**config.mk**
```make
export PLATFORM = sky130hd
export DESIGN_NAME = bfp_fault_ctrl
export DESIGN_NICKNAME = d
export VERILOG_FILES = /design/src/bfp_pkg.sv /design/src/bfp_trig_filter.sv /design/src/bfp_fault_ctrl.sv
export SDC_FILE = /design/constraint.sdc
export NUM_CORES = 1
export LEC_CHECK = 0
export BUFFER_PORTS_ARGS = -buffer_cell sky130_fd_sc_hd__buf_2
export CAP_MARGIN = 25
export CELL_PAD_IN_SITES_DETAIL_PLACEMENT = 1
export CELL_PAD_IN_SITES_GLOBAL_PLACEMENT = 1
export CORE_ASPECT_RATIO = 0.8
export CORE_MARGIN = 2
export CORE_UTILIZATION = 48
export DETAILED_ROUTE_END_ITERATION = 6
export PLACE_DENSITY_LB_ADDON = 0.3
export REMOVE_ABC_BUFFERS = 1
export SYNTH_ARGS = -nofsm -noshare
export SYNTH_HDL_FRONTEND = slang
export SYNTH_HIERARCHICAL = 1
export SYNTH_SLANG_ARGS = --single-unit
```
**constraint.sdc**
```tcl
create_clock -name CORE_CLK -period 3.34 [get_ports CORE_CLK]
set_input_delay 1.002 -clock CORE_CLK [delete_from_list [all_inputs] [get_ports CORE_CLK]]
set_output_delay 1.002 -clock CORE_CLK [all_outputs]
set_load 0.02 [all_outputs]
```
**src/bfp_pkg.sv**
```systemverilog
// Package of shared constants and types for the bridge fault protection block.
package bfp_pkg;

  // Number of power outputs watched (two half-bridges, A and B).
  localparam int unsigned BFP_NUM_OUTPUTS = 2;

  // Filter length on the raw protection comparators, in nanoseconds and cycles.
  localparam int unsigned BFP_CLK_PERIOD_NS = 5;
  localparam int unsigned BFP_TRIG_FILTER_NS = 20;
  localparam int unsigned BFP_TRIG_FILTER_CYC =
    (BFP_TRIG_FILTER_NS + BFP_CLK_PERIOD_NS - 1) / BFP_CLK_PERIOD_NS;
  localparam int unsigned BFP_FILT_W = 3;

  // Reset values.
  localparam logic [BFP_FILT_W-1:0] BFP_FILT_RESET = 3'h0;
  localparam logic [1:0] BFP_BRIDGE_RESET = 2'h0;

  // Half-bridge drive codes: high-side on, low-side on, or high impedance.
  localparam logic [1:0] BFP_DRV_HIZ = 2'h0;
  localparam logic [1:0] BFP_DRV_LOW = 2'h1;
  localparam logic [1:0] BFP_DRV_HIGH = 2'h2;

  // Overcurrent protection states.
  typedef enum logic [2:0] {
    BFP_OC_IDLE      = 3'h1,
    BFP_OC_DISCHARGE = 3'h2,
    BFP_OC_RECHARGE  = 3'h4
  } bfp_oc_state_type;

endpackage : bfp_pkg

```
**src/bfp_trig_filter.sv**
```systemverilog
// Small filter that qualifies one raw protection comparator over several cycles.
`timescale 1ns/1ps
module bfp_trig_filter
  import bfp_pkg::*;
(
  input  wire logic clk,
  input  wire logic rst_n,
  input  wire logic raw,
  output logic      hit
);

  logic [BFP_FILT_W-1:0] cnt_q;

  // Counts consecutive high samples so a switching spike cannot trip the bridge.
  always_ff @(posedge clk or negedge rst_n) begin
    if (!rst_n) begin
      cnt_q <= BFP_FILT_RESET;
    end else if (!raw) begin
      cnt_q <= BFP_FILT_RESET;
    end else if (cnt_q != BFP_FILT_W'(BFP_TRIG_FILTER_CYC)) begin
      cnt_q <= cnt_q + 3'h1;
    end
  end

  // Registered hit output; it is one cycle later than the count reaching its mark.
  always_ff @(posedge clk or negedge rst_n) begin
    if (!rst_n) begin
      hit <= 1'b0;
    end else begin
      hit <= raw && (cnt_q == BFP_FILT_W'(BFP_TRIG_FILTER_CYC));
    end
  end

endmodule : bfp_trig_filter

```
**src/bfp_fault_ctrl.sv**
```systemverilog
// Fault protection control for one full-bridge motor driver.
`timescale 1ns/1ps
module bfp_fault_ctrl
  import bfp_pkg::*;
(
  input  wire logic       CORE_CLK,
  input  wire logic       RESETN,
  input  wire logic       STANDBY_INPUT_N,
  input  wire logic       ENABLE_PIN_HIGH,
  input  wire logic       ENABLE_PIN_BELOW_RELEASE,
  input  wire logic [1:0] OVERLOAD_RAW,
  input  wire logic [1:0] SHORT_GND_RAW,
  input  wire logic [1:0] SHORT_SUPPLY_RAW,
  input  wire logic       SHORT_OUTPUTS_RAW,
  input  wire logic       THERMAL_TRIP_TEMP,
  input  wire logic       THERMAL_HYSTERESIS,
  input  wire logic       DIRECTION_INPUT,
  input  wire logic       PWM_INPUT,
  output logic            FAULT_PULL_OUT,
  output logic            FAULT_PULL_OE_N,
  output logic [1:0]      BRIDGE_OUT1,
  output logic [1:0]      BRIDGE_OUT2,
  output logic            BRIDGE_ENABLED,
  output logic            OVERCURRENT_ACTIVE,
  output logic            THERMAL_ACTIVE
);

  localparam int unsigned NTRIG = 3 * BFP_NUM_OUTPUTS + 1;

  // How the pieces fit together, for whoever touches this next.
  //
  // There are two independent fault sources: the filtered output detectors and the thermal flags.
  // Each one has its own record of whether it still holds the bridge off.
  // The overcurrent record is a three-state sequence. The thermal record is a single latch.
  // The single open-drain pull-down is the OR of both records.
  // A release therefore needs every source to agree that it is done.
  //
  // Overcurrent timeline, in clock edges after a detector rises:
  //   four edges of filtering, one edge for the hit register,
  //   and then one edge for the registered pull-down and bridge outputs.
  // The six-edge latency is the price of ignoring switching spikes on the comparators.
  // A shorter filter would react sooner, but it would trip on every hard commutation.
  //
  // Once the pull-down is on, the sequence waits for the pin to fall below the release level.
  // It then lets go, and the outside resistor recharges the capacitor.
  // The bridge stays off until the pin climbs back above the logic-high threshold.
  // Nothing in here counts the off time.
  // It is set entirely by the external network, so a slow network gives a long off time.
  // If the pin never rises, for example because the host keeps holding it low,
  // the sequence stays in recharge and the bridge stays off. That is deliberate.
  //
  // The thermal latch sets at the trip flag and clears on the hysteresis flag or in standby.
  // If both flags are high together, the trip flag wins, so a noisy boundary cannot release the bridge.
  //
  // Standby wins over everything else.
  // It returns the sequence to idle, clears the latch and releases the pin on the next edge.
  // This matches the control circuitry losing its supply.
  // When standby is released, the block starts with no memory of an earlier fault.

  // True while the overcurrent sequence has let go of the bridge.
  // Several outputs decode this, so it lives in one place.
  function automatic logic oc_is_idle(input bfp_oc_state_type st);
    oc_is_idle = (st == BFP_OC_IDLE);
  endfunction : oc_is_idle

  // True while the overcurrent sequence wants the pin pulled down.
  function automatic logic oc_wants_pull(input bfp_oc_state_type st);
    oc_wants_pull = (st == BFP_OC_DISCHARGE);
  endfunction : oc_wants_pull

  logic [NTRIG-1:0] raw_trig;
  logic [NTRIG-1:0] trig_hit;
  logic             oc_trigger;
  logic             active;
  bfp_oc_state_type oc_state_q;
  bfp_oc_state_type oc_state_d;
  logic             therm_q;
  logic             pull_d;
  logic             bridge_on_d;
  logic [1:0]       out1_d;
  logic [1:0]       out2_d;

  // Control circuitry is only alive while standby is released.
  assign active = STANDBY_INPUT_N;

  // Gather every output's overload and short detectors into one trigger vector.
  assign raw_trig = {SHORT_OUTPUTS_RAW, SHORT_SUPPLY_RAW, SHORT_GND_RAW, OVERLOAD_RAW};

  // One filter per detector, so each comparator gets its own deglitch.
  for (genvar g = 0; g < NTRIG; g++) begin : g_filt
    bfp_trig_filter u_filt (
      .clk   (CORE_CLK),
      .rst_n (RESETN),
      .raw   (raw_trig[g] && active),
      .hit   (trig_hit[g])
    );
  end

  assign oc_trigger = |trig_hit;

  // Overcurrent sequence: discharge the pin, then hand recharge to the outside RC.
  always_comb begin
    oc_state_d = oc_state_q;
    unique case (oc_state_q)
      BFP_OC_IDLE: begin
        if (oc_trigger) begin
          oc_state_d = BFP_OC_DISCHARGE;
        end
      end
      BFP_OC_DISCHARGE: begin
        if (ENABLE_PIN_BELOW_RELEASE) begin
          oc_state_d = BFP_OC_RECHARGE;
        end
      end
      BFP_OC_RECHARGE: begin
        // The off time ends only when the host sees the pin above logic high again.
        if (ENABLE_PIN_HIGH) begin
          oc_state_d = BFP_OC_IDLE;
        end
      end
      default: oc_state_d = BFP_OC_DISCHARGE;
    endcase
    if (!active) begin
      oc_state_d = BFP_OC_IDLE;
    end
  end

  // Overcurrent state register.
  always_ff @(posedge CORE_CLK or negedge RESETN) begin
    if (!RESETN) begin
      oc_state_q <= BFP_OC_IDLE;
    end else begin
      oc_state_q <= oc_state_d;
    end
  end

  // Thermal latch: sets at the trip point, clears below the hysteresis point or in standby.
  always_ff @(posedge CORE_CLK or negedge RESETN) begin
    if (!RESETN) begin
      therm_q <= 1'b0;
    end else if (!active) begin
      therm_q <= 1'b0;
    end else if (THERMAL_TRIP_TEMP) begin
      therm_q <= 1'b1;
    end else if (THERMAL_HYSTERESIS) begin
      therm_q <= 1'b0;
    end
  end

  // Pull-down is the OR of the pending fault requests; a new trigger wins at once.
  assign pull_d = active && (oc_wants_pull(oc_state_d) || therm_q ||
                  (THERMAL_TRIP_TEMP && !therm_q));

  // The bridge runs only with the pin high and no fault still holding it off.
  assign bridge_on_d = active && ENABLE_PIN_HIGH && !pull_d &&
                       oc_is_idle(oc_state_d);

  // Bridge truth table: PWM high drives per direction, PWM low brakes on both low sides.
  always_comb begin
    out1_d = BFP_DRV_HIZ;
    out2_d = BFP_DRV_HIZ;
    if (bridge_on_d) begin
      if (PWM_INPUT && DIRECTION_INPUT) begin
        out1_d = BFP_DRV_HIGH;
        out2_d = BFP_DRV_LOW;
      end else if (PWM_INPUT) begin
        out1_d = BFP_DRV_LOW;
        out2_d = BFP_DRV_HIGH;
      end else begin
        out1_d = BFP_DRV_LOW;
        out2_d = BFP_DRV_LOW;
      end
    end
  end

  // Registered pin and bridge outputs; the open-drain only ever drives zero.
  always_ff @(posedge CORE_CLK or negedge RESETN) begin
    if (!RESETN) begin
      FAULT_PULL_OUT  <= 1'b0;
      FAULT_PULL_OE_N <= 1'b1;
      BRIDGE_OUT1     <= BFP_BRIDGE_RESET;
      BRIDGE_OUT2     <= BFP_BRIDGE_RESET;
      BRIDGE_ENABLED  <= 1'b0;
    end else begin
      FAULT_PULL_OUT  <= 1'b0;
      FAULT_PULL_OE_N <= !pull_d;
      BRIDGE_OUT1     <= out1_d;
      BRIDGE_OUT2     <= out2_d;
      BRIDGE_ENABLED  <= bridge_on_d;
    end
  end

  // Status flags mirror the state for observation.
  always_ff @(posedge CORE_CLK or negedge RESETN) begin
    if (!RESETN) begin
      OVERCURRENT_ACTIVE <= 1'b0;
      THERMAL_ACTIVE     <= 1'b0;
    end else begin
      OVERCURRENT_ACTIVE <= !oc_is_idle(oc_state_d);
      THERMAL_ACTIVE     <= active && (therm_q || THERMAL_TRIP_TEMP);
    end
  end

endmodule : bfp_fault_ctrl

```
# Yosys cells after proc, flatten, opt, wreduce, memory -nomap -nowiden
# Cells that the tools add are included.
# W data, S select, Z words.
# totals
inputBits	16
ff_bits	40
elab_cells	111
output_inout_bits	9
# classes
muxes	27
add_sub_neg	7
eq_ne	27
n_reduce_logical	28
# op_table
operator	count
$mux W3	18
$eq A3 B3 Y1 const B	8
$add A3 B1 Y3 const B	7
$logic_and A1 B1 Y1	21
$ne A3 B3 Y1 const B	7
$ne A2 B2 Y1 const B	7
$mux W2	5
$pmux W3 S3	1
$reduce_or A7 Y1	1
$eq A3 B1 Y1 const B	2
$eq A3 B2 Y1 const B	2
$logic_not A1 Y1	3
$logic_or A1 B1 Y1	3
$mux W1	3
$ne A3 B1 Y1 const B	1

# Longest topological paths before layout
# logic_depth
depth_word	12
depth_mapped	4
mapped_depth_nobuf	4

# Hierarchy
# The synthesis kept the hierarchy.
# by_module_without_submodules
mod	area_per_inst_um2	cells_each	seq_area_each_um2	instances
bfp_trig_filter	195.2	19	100.1	7
bfp_fault_ctrl	563.0	50	302.8	1

# Least setup slack after synthesis
# OpenSTA, ideal clock, no wires.
# synth_timing
path_type	input-to-reg
from	in STANDBY_INPUT_N
to	reg g_filt[0].u_filt.cnt_q[2]
t_arrival_ns	1.600
t_required_ns	3.258
setup_time_ns	0.082
n_path_buf	1
path_slack_ns	1.658
cell_stages	4
path_cell_list	clkbuf_1 > and2_1 > o21ai_0 > a31oi_1
# synth_between
elab_chain_cells	2
word_cells_on_any_way	3
classes_between	eq/ne: 1; mux: 1; reduce/logical: 1
# synth_rtl
item	line_no	rtl
start, declared	bfp_fault_ctrl.sv:8	input wire logic STANDBY_INPUT_N,
$logic_and A1 B1 Y1 *	bfp_fault_ctrl.sv:94	.raw (raw_trig[g] && active),
$ne A2 B2 Y1 (no source line) or $mux W3 (tied branches)	-	
end signal, assigned	bfp_trig_filter.sv:21	cnt_q <= cnt_q + 3'h1;
end, declared	bfp_trig_filter.sv:12	logic [BFP_FILT_W-1:0] cnt_q;
# Mark *: on every way between the ends. The rest lies on a longest branch, timed or not.
# A chain may end at the register's enable or synchronous reset.

# Final worst setup path
# layout_timing
from	reg FAULT_PULL_OE_N
to	out FAULT_PULL_OE_N
# layout_rtl
item	line_no	rtl
start, declared	bfp_fault_ctrl.sv:20	output logic FAULT_PULL_OE_N,
start signal, assigned	bfp_fault_ctrl.sv:186	FAULT_PULL_OE_N <= !pull_d;
# No word-level cell between the ends.

==> results.cfg <==
[status]
status = finished, final reports clean

[route]
antenna_left = 0
route.detailed.drc = 0
wirelength_um = 4150
first_iter_violations = 46
dr.pass1.iters = 4
wl_per_cell_um = 15.6
viasPerCell = 5.19
vias = 1387

[worst_hold_path]
hold-path-endpoint = g_filt[3].u_filt/cnt_q[1]$_DFFE_PN0P_
hp-start = g_filt[3].u_filt/cnt_q[1]$_DFFE_PN0P_
min_delay_path_depth = 2
hold_path_class = flop to flop

[global_route]
first_global_vias = 1538
gr-total-overflow = 0
antenna_found_initial = 0
grt_pass1_wl_um = 7020
grt_max_degree = 41
grt_usage = 0.214

[worst_setup_path]
path_max_fanout = 1
critPathSlowestCell = dfstp_2
cp.arrival_ns = 0.96
critical-path-max-stage-delay_ns = 0.52
worst-setup-path-type = flop to output pin
crit_family = flip-flops
r2r_slack_ns = 2.01
end_kind = output pin
path_cells = buf_2
crit_required_ns = 2.34
reg2regPathDepth = 3
critPathLaunch = FAULT_PULL_OE_N$_DFF_PN1_
worstReg2RegEnd = BRIDGE_OUT1[0]$_DFF_PN0_
r2r-start = oc_state_q[0]$_DFF_PN1_
path_buf_inv = 1
crit_path_start_kind = flop

[placed_design]
place_area_mm2 = 0.00210
io_buffers = 23
pre_cts_ws_ns = 1.47
dp_hpwl_um = 3160
finalWeightedCongestion = 0.754

[timing]
hold_viol_final = 0
post-route-min-period_ns = 1.97
fmax_mhz = 509
finClkSkew_ns = 0.00582
setup_tns_ns = 0
slew_headroom = 0.426
drv_slew = 0
worst_slew_pin_slew_ns = 0.861
layout_setup_ws_ns = 1.37
setup_violations = 0
finalCritPeriodShare = 0.589
rsz0062_at_grt = no

[yosys]
synthCells = 183
synth_common_cells = dfrtp_1 (38), nand2_1 (23), inv_1 (22)
yosysSeqAreaShare = 0.520
yosys_warnings = 6
synth_area_leaders = dfrtp_1 (49%), ha_1 (9.1%), nand2_1 (4.5%)
ys_types = 29
yosys.area.top_type_share = 0.493
synth-edff-count = 0
yosysTopAreaCell = dfrtp_1
yosysMostFrequentCell = dfrtp_1
synthesis.area_mm2 = 0.00193
synth_area_per_cell_um2 = 10.5
postSynth.asyncResetShare = 1.00
synth-seq-cells = 40
yosys_most_used_dff = dfrtp_1

[floorplan]
rows = 20
initial_core_util = 0.504
core_mm2 = 0.00383
fp.dieW_um = 74.9
num_io_pins = 25
die_area_mm2 = 0.00455
die_h_um = 60.7

[run]
cap_violations = 0

[clock_tree]
cts_tree = done
clock_path_buffers = 2
cts.clk_slew.worst_paths_ns = 0.08
cts-root-buf = clkbuf_8
cts_sinks = 40
hold_buffers = 0
cts_made_buffers = 5
htreeDepth = 2
post_cts_buffers = 0
clk_latency_ns = 0.29
cts_resized = 0

[pwr]
p_sw_uw = 258
pwr-share-clk = 0.383
vdd_drop_max_mv = 0.194
p_total_uw = 1030
p_leak_uw = 0.00120
sw_frac_of_total = 0.250
p_comb_frac = 0.111
power_density_mw_per_mm2 = 466
intPower_uw = 773
pwr-share-seq = 0.506

[cells_and_area]
syn_to_final_growth_pct = 14.7
drive_gt1_frac = 0.203
final_area_mm2 = 0.00221
num-fill-cells = 437
num_antenna_cells = 0
layout.nets = 241
[stage by stage]
| stage | cells | hold slack, ns | utilization |
|---|---|---|---|
| detailed placement | 259 | 0.543 | 0.549 |
| global placement | 259 | 0.512 | 0.549 |
| floorplan | 181 | 0.490 | - |
| global route | 267 | 0.602 | 0.578 |
| CTS | 267 | 0.567 | 0.578 |
| finish | 267 | 0.560 | 0.578 |
[layout make-up]
type | count | area, um2 | area share
sequential | 40 | 1000 | 0.453
multi-input combinational | 119 | 832 | 0.376
timing repair buffer | 23 | 115 | 0.0520
inverter | 22 | 82.6 | 0.0373
clock buffer | 5 | 68.8 | 0.0311
tap | 55 | 68.8 | 0.0311
clock inverter | 3 | 42.5 | 0.0192
[registers in the layout (all words and copies together) (netlist names)]
name,count
g_filt.u_filt/cnt_q,21
g_filt.u_filt/hit,7
oc_state_q,3
BRIDGE_OUT1,2
BRIDGE_OUT2,2
BRIDGE_ENABLED,1
FAULT_PULL_OE_N,1
OVERCURRENT_ACTIVE,1
THERMAL_ACTIVE,1
therm_q,1
[worst max path at each step]
| stage | to | slack (ns) | cells past startpoint |
|---|---|---|---|
| floorplan | FAULT_PULL_OE_N | 1.78 | 0 |
| global placement | g_filt[3].u_filt/cnt_q[2]$_DFFE_PN0P_ | 1.56 | 4 |
| detailed placement | g_filt[5].u_filt/cnt_q[2]$_DFFE_PN0P_ | 1.47 | 4 |
| CTS | FAULT_PULL_OE_N | 1.36 | 1 |
| global route | FAULT_PULL_OE_N | 1.34 | 1 |
| finish | FAULT_PULL_OE_N | 1.37 | 1 |
[kinds of logic (layout without fill, tap and decap cells)]
kind of cell               Yosys count  in the layout  synth area share
muxes                                7              7            0.0363
and+or+nand+nor                     64             64             0.196
buffers and inverters               24             53            0.0486
DFF                                 40             40             0.520
adders and majority gates           14             14            0.0908
other                                1              1           0.00194
AOI/OAI and AO/OA                   33             33             0.106
[placed cells by master (no fill, tap or decap), drive strengths merged, types with 2 or more instances in the layout]
| master | count |
|---|---|
| mux2i | 7 |
| nor3 | 2 |
| a21oi | 7 |
| inv | 22 |
| buf | 23 |
| a31oi | 9 |
| and2 | 7 |
| nand2 | 23 |
| and3 | 16 |
| nor2b | 2 |
| nor3b | 3 |
| nand3 | 3 |
| o21ai | 8 |
| o21a | 7 |
| clkbuf | 5 |
| ha | 14 |
| nor2 | 3 |
| dfstp | 2 |
| dfrtp | 38 |
[layer usage]
layer,track usage,routed length [um],vias to the layer above
li1,-,-,669
met1,0.243,1840,685
met2,0.396,2110,24
met3,0.0399,129,9
met4,0.0918,76,0
met5,0,0,-
[power groups by stage]
stage | registers, uW | logic (uW) | clock network, uW
after floorplan | 536 | 63.4 | 0
after global placement | 528 | 107 | 0
after detailed placement | 531 | 116 | 0
after CTS | 521 | 117 | 402
after global routing | 524 | 129 | 422
final | 521 | 115 | 395
(Power assumes the default switching activity.)
